File: config.mk
export PLATFORM = sky130hd
export DESIGN_NAME = qprb_regs
export DESIGN_NICKNAME = d
export VERILOG_FILES = /design/src/logic/qprb_pkg.sv /design/src/logic/qprb_region_decode.sv /design/src/logic/qprb_regs.sv
export VERILOG_INCLUDE_DIRS = /design/src /design/src/logic
export SDC_FILE = /design/constraint.sdc
export NUM_CORES = 2
export LEC_CHECK = 0
export BUFFER_PORTS_ARGS = -buffer_cell sky130_fd_sc_hd__buf_4
export CAP_MARGIN = 25
export CORE_AREA = 3 3 543 545
export CTS_CLUSTER_SIZE = 10
export DETAILED_ROUTE_END_ITERATION = 12
export DIE_AREA = 0 0 546 548
export MAX_ROUTING_LAYER = met4
export SETUP_SLACK_MARGIN = 0.05
export SYNTH_ARGS = -nofsm -noshare
export SYNTH_HDL_FRONTEND = slang
export SYNTH_SLANG_ARGS = --single-unit
File: constraint.sdc
create_clock -name ref_clk -period 2.8 [get_ports ref_clk]
set_clock_uncertainty 0.05 [all_clocks]
set_input_delay 0.14 -clock ref_clk [delete_from_list [all_inputs] [get_ports ref_clk]]
set_output_delay 0.14 -clock ref_clk [all_outputs]
set_load 0.005 [all_outputs]
File: src/logic/qprb_defines.svh
`ifndef QPRB_DEFINES_SVH
`define QPRB_DEFINES_SVH

// ---------------------------------------------------------------
// Geometry
// ---------------------------------------------------------------
`define QPRB_AW          9
`define QPRB_NREG        16
`define QPRB_NPEND       6
`define QPRB_NQUEUE      96
`define QPRB_HALF        16

// ---------------------------------------------------------------
// Byte offsets on the register bus
// ---------------------------------------------------------------
`define QPRB_OFS_LINK_LO  9'h000
`define QPRB_OFS_LINK_HI  9'h004
`define QPRB_OFS_IRQ_STAT 9'h008
`define QPRB_OFS_IRQ_MASK 9'h00c
// Pending words live at 0x040 + 4*i, i = 0..5
`define QPRB_PEND_PAGE    4'h2
`define QPRB_PEND_PG_MSB  8
`define QPRB_PEND_PG_LSB  5
`define QPRB_PIDX_MSB     4
`define QPRB_PIDX_LSB     2
// Region R registers live at 0x100 + 0x10*R + 4*sel
`define QPRB_REGION_BIT   8
`define QPRB_RIDX_MSB     7
`define QPRB_RIDX_LSB     4
`define QPRB_SEL_MSB      3
`define QPRB_SEL_LSB      2
`define QPRB_SEL_BASE_LO  2'h0
`define QPRB_SEL_BASE_HI  2'h1
`define QPRB_SEL_CFG_A    2'h2
`define QPRB_SEL_CFG_B    2'h3

// ---------------------------------------------------------------
// Field layout
// ---------------------------------------------------------------
`define QPRB_DSZ_MSB      11
`define QPRB_DSZ_LSB      8
`define QPRB_RSZ_MSB      2
`define QPRB_RSZ_LSB      0
`define QPRB_SIDX_MSB     13
`define QPRB_DSZ_MAX      4'h8
`define QPRB_MIN_UNIT     14'h0020
`define QPRB_FULL_HALF_BE 2'h3

// ---------------------------------------------------------------
// Interrupt layout and reset values
// ---------------------------------------------------------------
`define QPRB_IRQ_W        7
`define QPRB_IRQ_BADSZ    6
`define QPRB_RST_HALF     16'h0000
`define QPRB_RST_IRQ      7'h00
`define QPRB_RST_DSZ      4'h0
`define QPRB_RST_RSZ      3'h0
`define QPRB_RST_SIDX     14'h0000

`endif

File: src/logic/qprb_pkg.sv
package qprb_pkg;
`include "qprb_defines.svh"

	typedef logic [`QPRB_HALF-1:0]    qprb_half_t;
	typedef logic [31:0]              qprb_word_t;
	typedef logic [`QPRB_AW-1:0]      qprb_addr_t;
	typedef logic [3:0]               qprb_dsz_t;
	typedef logic [2:0]               qprb_rsz_t;
	typedef logic [`QPRB_SIDX_MSB:0]  qprb_sidx_t;
	typedef logic [13:0]              qprb_size_t;
	typedef logic [`QPRB_IRQ_W-1:0]   qprb_irq_t;

	// Power-of-two size from a code: 32 << code
	function automatic qprb_size_t qprb_pow32(input logic [3:0] code);
		qprb_size_t v;
		v = `QPRB_MIN_UNIT << code;
		return v;
	endfunction

endpackage

File: src/logic/qprb_region_decode.sv
`timescale 1ns/100ps
module qprb_region_decode
	import qprb_pkg::*;
(
	input  wire qprb_dsz_t descSizeCode,
	input  wire qprb_rsz_t regSizeCode,
	output qprb_size_t  descBytes,
	output logic [12:0] descCount,
	output logic        sizeValid
);
	wire         dszLegal;
	wire [13:0]  countWide;

	// ---------------------------------------------------------------
	// Descriptor size and region count
	// ---------------------------------------------------------------
	// descriptor size decode
	assign dszLegal  = (descSizeCode <= `QPRB_DSZ_MAX);
	// Reserved codes report zero rather than wrapping the shift
	assign descBytes = dszLegal ? qprb_pow32(descSizeCode) : '0;
	assign sizeValid = dszLegal;
	assign countWide = qprb_pow32({1'b0, regSizeCode});
	assign descCount = countWide[12:0];
endmodule

File: src/logic/qprb_regs.sv
// Function
// - hold upper 16 bits of second linking-memory region base, read/write.
// - six read-only pending words, sixteen queues each, queues 0 to 95.
// - host programs sixteen region base addresses; each is retained.
// - each region holds equal descriptors, count and size from its config.
// - region base is low and high 16-bit halves forming 32 bits.
// - host writes two config registers per region; both stored per region.
// - descriptor size code 0..8 gives 32 to 8K bytes; 9..F reserved.
// - region size code 0..7 gives 32 to 4K descriptors.
// - 14-bit start index per region in second config register.
// - lower 16 bits of second linking region base held separately.
//
// The implementer's own choices: the register offsets and the Avalon-MM slave port.
`timescale 1ns/100ps
module qprb_regs
	import qprb_pkg::*;
(
	input  wire logic                        ref_clk,
	input  wire logic                        rstn,
	input  wire qprb_addr_t                  avs_address,
	input  wire logic                        avs_read,
	input  wire logic                        avs_write,
	input  wire qprb_word_t                  avs_writedata,
	input  wire logic [3:0]                  avs_byteenable,
	output qprb_word_t                       avs_readdata,
	output logic                             avs_waitrequest,
	input  wire logic [`QPRB_NQUEUE-1:0]     pendingIn,
	output logic                             irq,
	output qprb_word_t                       linkRegion1Base,
	output logic [`QPRB_NREG-1:0][31:0]      regionBase,
	output logic [`QPRB_NREG-1:0][13:0]      regionDescBytes,
	output logic [`QPRB_NREG-1:0][12:0]      regionDescCount,
	output logic [`QPRB_NREG-1:0]            regionSizeValid,
	output logic [`QPRB_NREG-1:0][13:0]      regionStartIndex,
	output logic [`QPRB_NREG-1:0]            regionCfgUpdate
);

	// ---------------------------------------------------------------
	// Storage
	// ---------------------------------------------------------------
	qprb_half_t                    linkLoQ;
	qprb_half_t                    linkHiQ;
	qprb_half_t                    baseLoQ  [`QPRB_NREG];
	qprb_half_t                    baseHiQ  [`QPRB_NREG];
	// Reserved size codes are kept as written so software reads them back
	qprb_dsz_t                     dszQ     [`QPRB_NREG];
	qprb_rsz_t                     rszQ     [`QPRB_NREG];
	qprb_sidx_t                    sidxQ    [`QPRB_NREG];
	logic [`QPRB_NQUEUE-1:0]       pendQ;
	qprb_irq_t                     irqStatQ;
	qprb_irq_t                     irqStatD;
	qprb_irq_t                     irqMaskQ;
	logic                          ackQ;
	qprb_word_t                    rdataQ;
	logic [`QPRB_NREG-1:0]         cfgUpdQ;

	// ---------------------------------------------------------------
	// Bus handshake
	// ---------------------------------------------------------------
	// One wait state: the request is latched, then answered
	// Fixed latency keeps the decode off the request path; a master
	// must still wait on waitrequest rather than count cycles
	wire        busReq;
	wire        accept;
	wire        fullHalf;
	wire        wrEn;

	assign busReq          = avs_read | avs_write;
	assign accept          = busReq & ~ackQ;
	assign avs_waitrequest = busReq & ~ackQ;
	assign avs_readdata    = rdataQ;
	assign fullHalf = (avs_byteenable[1:0] == `QPRB_FULL_HALF_BE);
	assign wrEn     = avs_write & ackQ & fullHalf;

	always_ff @(posedge ref_clk or negedge rstn) begin
		if (!rstn) begin
			ackQ <= 1'b0;
		end else begin
			ackQ <= accept;
		end
	end

	// ---------------------------------------------------------------
	// Address decode
	// ---------------------------------------------------------------
	wire        regionHit;
	wire [3:0]  regIdx;
	wire [1:0]  regSel;
	wire        pendHit;
	wire [2:0]  pendIdx;
	wire        linkLoHit;
	wire        linkHiHit;
	wire        statHit;
	wire        maskHit;

	assign regionHit = avs_address[`QPRB_REGION_BIT];
	assign regIdx    = avs_address[`QPRB_RIDX_MSB:`QPRB_RIDX_LSB];
	assign regSel    = avs_address[`QPRB_SEL_MSB:`QPRB_SEL_LSB];
	assign pendIdx   = avs_address[`QPRB_PIDX_MSB:`QPRB_PIDX_LSB];
	assign pendHit   = (avs_address[`QPRB_PEND_PG_MSB:`QPRB_PEND_PG_LSB]
		== `QPRB_PEND_PAGE) && (pendIdx < 3'(`QPRB_NPEND));
	assign linkLoHit = (avs_address == `QPRB_OFS_LINK_LO);
	assign linkHiHit = (avs_address == `QPRB_OFS_LINK_HI);
	assign statHit   = (avs_address == `QPRB_OFS_IRQ_STAT);
	assign maskHit   = (avs_address == `QPRB_OFS_IRQ_MASK);

	// ---------------------------------------------------------------
	// Second linking region base
	// ---------------------------------------------------------------
	wire        wrLinkLo;
	wire        wrLinkHi;

	assign wrLinkLo = wrEn & linkLoHit;
	assign wrLinkHi = wrEn & linkHiHit;

	always_ff @(posedge ref_clk or negedge rstn) begin
		if (!rstn) begin
			linkLoQ <= `QPRB_RST_HALF;
			linkHiQ <= `QPRB_RST_HALF;
		end else begin
			if (wrLinkLo) begin
				linkLoQ <= avs_writedata[15:0];
			end
			if (wrLinkHi) begin
				linkHiQ <= avs_writedata[15:0];
			end
		end
	end

	assign linkRegion1Base = {linkHiQ, linkLoQ};

	// ---------------------------------------------------------------
	// Descriptor memory regions
	// ---------------------------------------------------------------
	wire [`QPRB_NREG-1:0] badSizeWr;

	genvar r;
	generate
		for (r = 0; r < `QPRB_NREG; r++) begin : g_region
			wire rHit;
			wire wrBaseLo;
			wire wrBaseHi;
			wire wrCfgA;
			wire wrCfgB;
			wire [3:0] newDsz;

			assign rHit     = wrEn & regionHit & (regIdx == 4'(r));
			assign wrBaseLo = rHit & (regSel == `QPRB_SEL_BASE_LO);
			assign wrBaseHi = rHit & (regSel == `QPRB_SEL_BASE_HI);
			assign wrCfgA   = rHit & (regSel == `QPRB_SEL_CFG_A);
			assign wrCfgB   = rHit & (regSel == `QPRB_SEL_CFG_B);
			assign newDsz   =
				avs_writedata[`QPRB_DSZ_MSB:`QPRB_DSZ_LSB];
			assign badSizeWr[r] = wrCfgA & (newDsz > `QPRB_DSZ_MAX);

			always_ff @(posedge ref_clk or negedge rstn) begin
				if (!rstn) begin
					baseLoQ[r] <= `QPRB_RST_HALF;
					baseHiQ[r] <= `QPRB_RST_HALF;
					dszQ[r]    <= `QPRB_RST_DSZ;
					rszQ[r]    <= `QPRB_RST_RSZ;
					sidxQ[r]   <= `QPRB_RST_SIDX;
					cfgUpdQ[r] <= 1'b0;
				end else begin
					if (wrBaseLo) begin
						baseLoQ[r] <= avs_writedata[15:0];
					end
					if (wrBaseHi) begin
						baseHiQ[r] <= avs_writedata[15:0];
					end
					if (wrCfgA) begin
						dszQ[r] <= newDsz;
						rszQ[r] <=
							avs_writedata[`QPRB_RSZ_MSB:`QPRB_RSZ_LSB];
					end
					if (wrCfgB) begin
						sidxQ[r] <= avs_writedata[`QPRB_SIDX_MSB:0];
					end
					// Pulse lets the engine reload this region's settings
					cfgUpdQ[r] <= rHit;
				end
			end

			assign regionBase[r]       = {baseHiQ[r], baseLoQ[r]};
			assign regionStartIndex[r] = sidxQ[r];

			// Decoded sizes stay combinational and follow the stored codes
			// equal descriptors per region
			qprb_region_decode u_decode (
				.descSizeCode (dszQ[r]),
				.regSizeCode  (rszQ[r]),
				.descBytes    (regionDescBytes[r]),
				.descCount    (regionDescCount[r]),
				.sizeValid    (regionSizeValid[r])
			);
		end
	endgenerate

	assign regionCfgUpdate = cfgUpdQ;

	// ---------------------------------------------------------------
	// Queue pending status
	// ---------------------------------------------------------------
	// Sampled copy keeps read data and the rise detector consistent
	wire [`QPRB_NPEND-1:0] pendRise;

	always_ff @(posedge ref_clk or negedge rstn) begin
		if (!rstn) begin
			pendQ <= '0;
		end else begin
			pendQ <= pendingIn;
		end
	end

	genvar p;
	generate
		for (p = 0; p < `QPRB_NPEND; p++) begin : g_pend
			assign pendRise[p] =
				|(pendingIn[p*`QPRB_HALF +: `QPRB_HALF]
				& ~pendQ[p*`QPRB_HALF +: `QPRB_HALF]);
		end
	endgenerate

	// ---------------------------------------------------------------
	// Interrupts
	// ---------------------------------------------------------------
	wire        wrStat;
	wire        wrMask;
	qprb_irq_t  irqEvent;
	qprb_irq_t  irqClear;

	assign wrStat   = wrEn & statHit;
	assign wrMask   = wrEn & maskHit;
	// Bit 6 flags a reserved descriptor size written to any region
	assign irqEvent = {|badSizeWr, pendRise};
	assign irqClear = wrStat ? avs_writedata[`QPRB_IRQ_W-1:0] : '0;
	// A new event beats a simultaneous write-one-to-clear
	assign irqStatD = (irqStatQ & ~irqClear) | irqEvent;

	always_ff @(posedge ref_clk or negedge rstn) begin
		if (!rstn) begin
			irqStatQ <= `QPRB_RST_IRQ;
			irqMaskQ <= `QPRB_RST_IRQ;
		end else begin
			irqStatQ <= irqStatD;
			if (wrMask) begin
				irqMaskQ <= avs_writedata[`QPRB_IRQ_W-1:0];
			end
		end
	end

	// Mask shares the status layout bit for bit
	assign irq = |(irqStatQ & irqMaskQ);

	// ---------------------------------------------------------------
	// Read data
	// ---------------------------------------------------------------
	// Reserved bits return zero; unmapped addresses read as zero
	qprb_half_t regionRd;
	qprb_half_t cfgARd;
	qprb_half_t cfgBRd;
	qprb_half_t pendRd;
	qprb_half_t rdHalf;
	qprb_word_t rdataD;

	assign cfgARd = {4'h0, dszQ[regIdx], 5'h00, rszQ[regIdx]};
	assign cfgBRd = {2'h0, sidxQ[regIdx]};
	assign regionRd =
		(regSel == `QPRB_SEL_BASE_LO) ? baseLoQ[regIdx] :
		(regSel == `QPRB_SEL_BASE_HI) ? baseHiQ[regIdx] :
		(regSel == `QPRB_SEL_CFG_A)   ? cfgARd : cfgBRd;
	// Indices 6 and 7 of the pending page fall through to zero
	// pending word readback
	assign pendRd = pendHit ?
		pendQ[pendIdx*`QPRB_HALF +: `QPRB_HALF] : `QPRB_RST_HALF;
	assign rdHalf =
		regionHit ? regionRd :
		pendHit   ? pendRd   :
		linkLoHit ? linkLoQ  :
		linkHiHit ? linkHiQ  :
		statHit   ? {9'h000, irqStatQ} :
		maskHit   ? {9'h000, irqMaskQ} : `QPRB_RST_HALF;
	assign rdataD = {16'h0000, rdHalf};

	always_ff @(posedge ref_clk or negedge rstn) begin
		if (!rstn) begin
			rdataQ <= '0;
		end else if (accept && avs_read) begin
			rdataQ <= rdataD;
		end
	end

endmodule

Word level (Yosys, flattened, before mapping) --
Index checks and enable logic that the tools add are counted.
Storage, ports and cells: logic and storage cells 355, bits of input ports 145, register bits 1023
Cells by class: reductions and logical operators 13, magnitude comparators 19, bitwise logic cells 123, eq/ne operators 23, multiplexer cells 41, shifts and indexed selects 33
Operators with widths (number):
- $mux W14 | 19
- $shl A6 B4 Y14 const A | 16
- $shl A6 B3 Y13 const A | 16
- $mux W16 | 10
- $bmux W16 S4 | 2
- $reduce_or A16 Y1 | 7
- $and A1 B1 Y1 | 104
- $and A16 B16 Y16 | 6
- $not A16 Y16 | 6
- $shiftx A96 B8 Y16 | 1
- $le A4 B4 Y1 const B | 16
- $bmux W14 S4 | 1
- $eq A4 B4 Y1 const B | 8
- $mux W7 | 3
- $eq A9 B4 Y1 const B | 2
- $bmux W4 S4 | 1
- $eq A4 B3 Y1 const B | 4
- $and A7 B7 Y7 | 2
- $bmux W3 S4 | 1
- $eq A4 B2 Y1 const B | 3
- $eq A9 B3 Y1 const B | 1
- $logic_not A9 Y1 | 1
- $mux W4 | 2
- $not A7 Y7 | 1
- other kinds (15) | 19

Longest topological paths before layout --
depth after elaboration 8, mapped depth 11, mapped depth without buffers 6

Cells and area by module --
A second synthesis with hierarchy kept.
Unflattened totals: cells, all modules 3593, area total of the unflattened synthesis 52310.2 um^2
Modules (own cells, without submodules):
- qprb_regs | times used 1, area an instance 46784.9 um^2, cells each 3065
- qprb_region_decode | times used 16, area an instance 345.3 um^2, cells each 33

Worst setup path before layout --
No wires, ideal clock.
path kind register to register, start register ackQ, end register baseLoQ (netlist bit regionBase[261]), setup slack 0.441 ns, arrival 2.184 ns, stages on the path, launching flop included 8, path through dfrtp_1 > nand4_2 > nor2_1 > nand2_1 > buf_2 > nor3_2 > buf_4 > mux2_2
Between the ends: longest elaborated chain between the ends 5
Ends and longest elaborated chain:
- start: declaration | RTL line qprb_regs.sv:53 | logic ackQ;
- start signal: assignment | RTL line qprb_regs.sv:79 | ackQ <= accept;
- $and A1 B1 Y1 (2 in series) | RTL line qprb_regs.sv:73 | assign wrEn = avs_write & ackQ & fullHalf;
- $and A1 B1 Y1 (2 in series) | RTL line qprb_regs.sv:147 | assign rHit = wrEn & regionHit & (regIdx == 4'(r));
- $and A1 B1 Y1 | RTL line qprb_regs.sv:148 | assign wrBaseLo = rHit & (regSel == `QPRB_SEL_BASE_LO);
- end signal: indexed assignment | RTL line qprb_regs.sv:158 | baseLoQ[r] <= `QPRB_RST_HALF;
- end signal: indexed assignment | RTL line qprb_regs.sv:166 | baseLoQ[r] <= avs_writedata[15:0];
- end: declaration | RTL line qprb_regs.sv:43 | qprb_half_t baseLoQ [`QPRB_NREG];
Every way passes these cells. A chain may end at the register's enable or synchronous reset.

Final worst setup path --
start register baseHiQ (netlist bit regionBase[245]), end register rdataQ[5] (netlist: avs_readdata[5])
Between the ends: longest elaborated chain between the ends 6
Ends and longest elaborated chain:
- start: declaration | RTL line qprb_regs.sv:44 | qprb_half_t baseHiQ [`QPRB_NREG];
- start signal: indexed assignment | RTL line qprb_regs.sv:159 | baseHiQ[r] <= `QPRB_RST_HALF;
- start signal: indexed assignment | RTL line qprb_regs.sv:169 | baseHiQ[r] <= avs_writedata[15:0];
- $bmux W16 S4 | RTL line qprb_regs.sv:270 | (regSel == `QPRB_SEL_BASE_HI) ? baseHiQ[regIdx] :
- $mux W16 (not written as such) (2 in series) | RTL line qprb_regs.sv:270
- $mux W16 | RTL line qprb_regs.sv:270
- $mux W16 | RTL line qprb_regs.sv:269 | (regSel == `QPRB_SEL_BASE_LO) ? baseLoQ[regIdx] :
- $mux W16 (no line)
- end signal: assignment | RTL line qprb_regs.sv:289 | rdataQ <= rdataD;
- end: declaration | RTL line qprb_regs.sv:54 | qprb_word_t rdataQ;
Every way passes these cells. The select of a mux whose other input is x is not followed.

==> impl_metrics.py <==
metrics = {
    "status": {
        "outcome": "finished, final reports clean",
    },
    "setup_path": {
        "crit_required_ns": 3.41,
        "start_kind": "flop",
        "max_stage_delay_ns": 0.60,
        "cp.depth": 7,
        "critPathCaptureType": "flop",
        "cp_num_buf_inv": 1,
        "critPathTopFamily": "compound AO/OA/AOI/OAI gates",
        "cp_max_fo": 3,
        "ff2ff_path_depth": 7,
        "cpMostUsedCell": "a211oi_1",
        "crit_type": "reg -> reg",
        "crit_chain": "mux4_2, nor2b_1, a211oi_1, nor3_1, a211oi_1, buf_4, a211oi_1",
        "worst_ep_arrival_time_ns": 3.39,
        "crit_slowest_cell": "a211oi_1",
    },
    "finish": {
        "fin_util": 0.2511,
        "fin_area_sq_um": 72980,
        "nFillCells": 30510,
        "drive_gt1_frac": 0.5571,
        "nets": 5466,
        "syn_to_final_growth_pct": 46.21,
    },
    "cts": {
        "clkLatencyLatePin_ns": 0.82,
        "cts_sinks": 1023,
        "cts.clk_slew.worst_paths_ns": 0.06,
        "cts_tree": "built",
        "max-clock-path-buffers": 4,
        "cts_root_buf": "clkbuf_16",
        "cts_buffers": 138,
        "htree_levels": 4,
    },
    "routing": {
        "ant_nets": 0,
        "drc": 0,
        "met1Wirelength_um": 127100,
        "initialDrtViolationCount": 3128,
        "dr.pass1.iters": 8,
        "dr_wl_met2_um": 165700,
        "wl_per_cell_um": 36.14,
        "dr_wl_met3_um": 25520,
        "drt-total-wl_um": 336600,
        "vias": 40840,
        "routed_via_density": 4.385,
        "top_layer_used": "met4",
    },
    "logic_synthesis": {
        "synth.area.top_cells": "dfrtp_1 (51%), mux2_2 (20%), mux4_2 (10%), buf_4 (3.3%), clkbuf_1 (1.6%)",
        "ys_seq_elements": 1023,
        "ys.flop_type": "dfrtp_1",
        "yosysTopAreaCell": "dfrtp_1",
        "synth.top_cell.area_share": 0.5129,
        "synth_seq_area_share": 0.5129,
        "netlist_instances": 3682,
        "synth_common_cells": "dfrtp_1 (1,023), mux2_2 (886), mux4_2 (231)",
        "yosysWarnings": 0,
        "synth_enable_flop_cells": 0,
        "synth_async_sr_flop_share": 1.000,
        "avgSynthCellArea_sq_um": 13.56,
        "yosysMostFrequentCell": "dfrtp_1",
        "synth_cell_type_count": 54,
        "netlist_area_sq_um": 49910,
    },
    "place": {
        "placed_area_sq_um": 66300,
        "gp_congestion": 0.9240,
        "dp_hpwl_um": 265400,
        "io_buffers": 1216,
    },
    "timing": {
        "whs_ns": 0.1277,
        "final.period_utilization": 0.9917,
        "max-slew-margin-rel": 0.2919,
        "rsz0062_at_grt": "no",
        "setup_viol": 0,
        "finalMaxSlewViolations": 0,
        "period_minus_slack_ns": 2.777,
        "worstMarginPinSlew_ns": 1.062,
        "fmax_ghz": 0.3601,
        "hold_viol": 0,
    },
    "floorplan": {
        "initial_core_util": 0.1718,
        "die_w_um": 546,
        "die_area_sq_um": 299200,
        "ios": 1411,
        "core_sq_um": 290600,
        "core.rowCount": 198,
        "die_h_um": 548,
    },
    "pwr": {
        "peakVddDrop_mv": 0.4696,
        "p_leak_uw": 0.03548,
        "power.density_nw_per_um2": 501.3,
    },
    "grt": {
        "first_global_vias": 42630,
        "track_usage": 0.2235,
        "antenna_found_initial": 31,
        "grt_overflow": 0,
        "grt_first_pass_wirelength_um": 434100,
        "grt_max_degree": 95,
    },
    "hold_path": {
        "hp-class": "in -> reg",
        "whs_path_depth": 4,
    },
    "job": {
        "maxCapViolCount": 0,
    },
}
[final cells by class]
class / instances / area (sq um) / area share
Inverter: 120 / 450.4 / 0.006172
Sequential cell: 1023 / 25600 / 0.3508
Timing Repair Buffer: 1836 / 15610 / 0.2139
Multi-Input combinational cell: 2202 / 22090 / 0.3027
Clock buffer: 188 / 3841 / 0.05264
Antenna cell: 19 / 47.55 / 0.0006515
Clock inverter: 27 / 461.7 / 0.006327
Tap cell: 3900 / 4880 / 0.06687
[kinds of logic (layout without fill, tap and decap cells)]
| kind of cell | count (synthesis) | after routing | share of synthesized area |
|---|---|---|---|
| buffers and inverters | 632 | 2171 | 0.06568 |
| other | 1 | 195 | 0.00007513 |
| muxes | 1189 | 1189 | 0.3188 |
| AOI/OAI and AO/OA | 222 | 222 | 0.03169 |
| and+or+nand+nor | 615 | 615 | 0.07087 |
| DFF | 1023 | 1023 | 0.5129 |
[flip-flops by register name, indices dropped and copies added, names as in the netlist]
signal and flops:
regionCfgUpdate 16, pendQ 96, linkLoQ 16, regionBase 512
irqMaskQ 7, avs_readdata 16, linkHiQ 16, ackQ 1
dszQ 64, irqStatQ 7, regionStartIndex 224, rszQ 48
[layout by cell type (no fill, tap or decap), drive strengths merged, types with 21 or more instances in the layout]
master / instances
buf: 1620
dfrtp: 1023
mux2: 896
mux4: 231
dlygate4sd3: 215
clkbuf: 188
conb: 176
nor2: 133
inv: 123
nor3: 115
nand2b: 76
nand2: 75
o22ai: 64
mux2i: 62
nor3b: 49
a221oi: 44
nor4: 33
and3b: 30
a21oi: 28
a22oi: 27
a211oi: 25
nand3: 23
nor2b: 21
[where the power goes]
group	leakage (uW)	total [uW]	switching (uW)	internal, uW
logic	0.0194	3740	2260	1480
registers	0.0140	15400	325	15100
clock network	0.00209	17400	7270	10200
[worst paths after layout]
kind                                       endpoint  slack [ns]            start
worst max-delay path                avs_readdata[5]        0.02  regionBase[245]
worst min-delay path            regionCfgUpdate[14]        0.13   avs_address[6]
max in group asynchronous                  dszQ[31]        1.73             rstn
min in group asynchronous           regionBase[147]        0.29             rstn
worst min register to register          irqStatQ[1]        0.46      irqStatQ[1]
worst max register to register      avs_readdata[5]        0.02  regionBase[245]
[metal layers]
layer | up-vias | track usage
met2 | 2094 | 0.3774
met3 | 512 | 0.05761
li1 | 16460 | -
met1 | 21780 | 0.2474
met4 | 0 | 0.1009
met5 | - | -
[worst min-delay path, delay by kind of cell]
family        cells  cell delay (ns)
buf+inv           2             0.45
simple gates      2             0.27
[per-stage QoR]
stage	cells	total power, uW	setup WS (ns)	TNS (ns)
3_5_place_dp	8861	19200	-0.9174	-15.18
2_1_floorplan	3857	16940	0.4415	0
4_1_cts	9294	37120	0.06046	0
3_3_place_gp	8859	19180	-0.9765	-20.26
5_1_grt	9300	37840	0.05617	0
6_report	9315	36590	0.02312	0
[timing repair]
action / 4_1_cts / 5_1_grt
hold endpoints to repair: 1182 / 0
endpoints found under the setup margin: 98 / 30
gates cloned: 0 / 0
buffers inserted: 2 / 2
pin swaps: 2 / 3
hold buffers: 216 / 0
resized for setup: 14 / 1
Power figures use the tool's default switching activity.
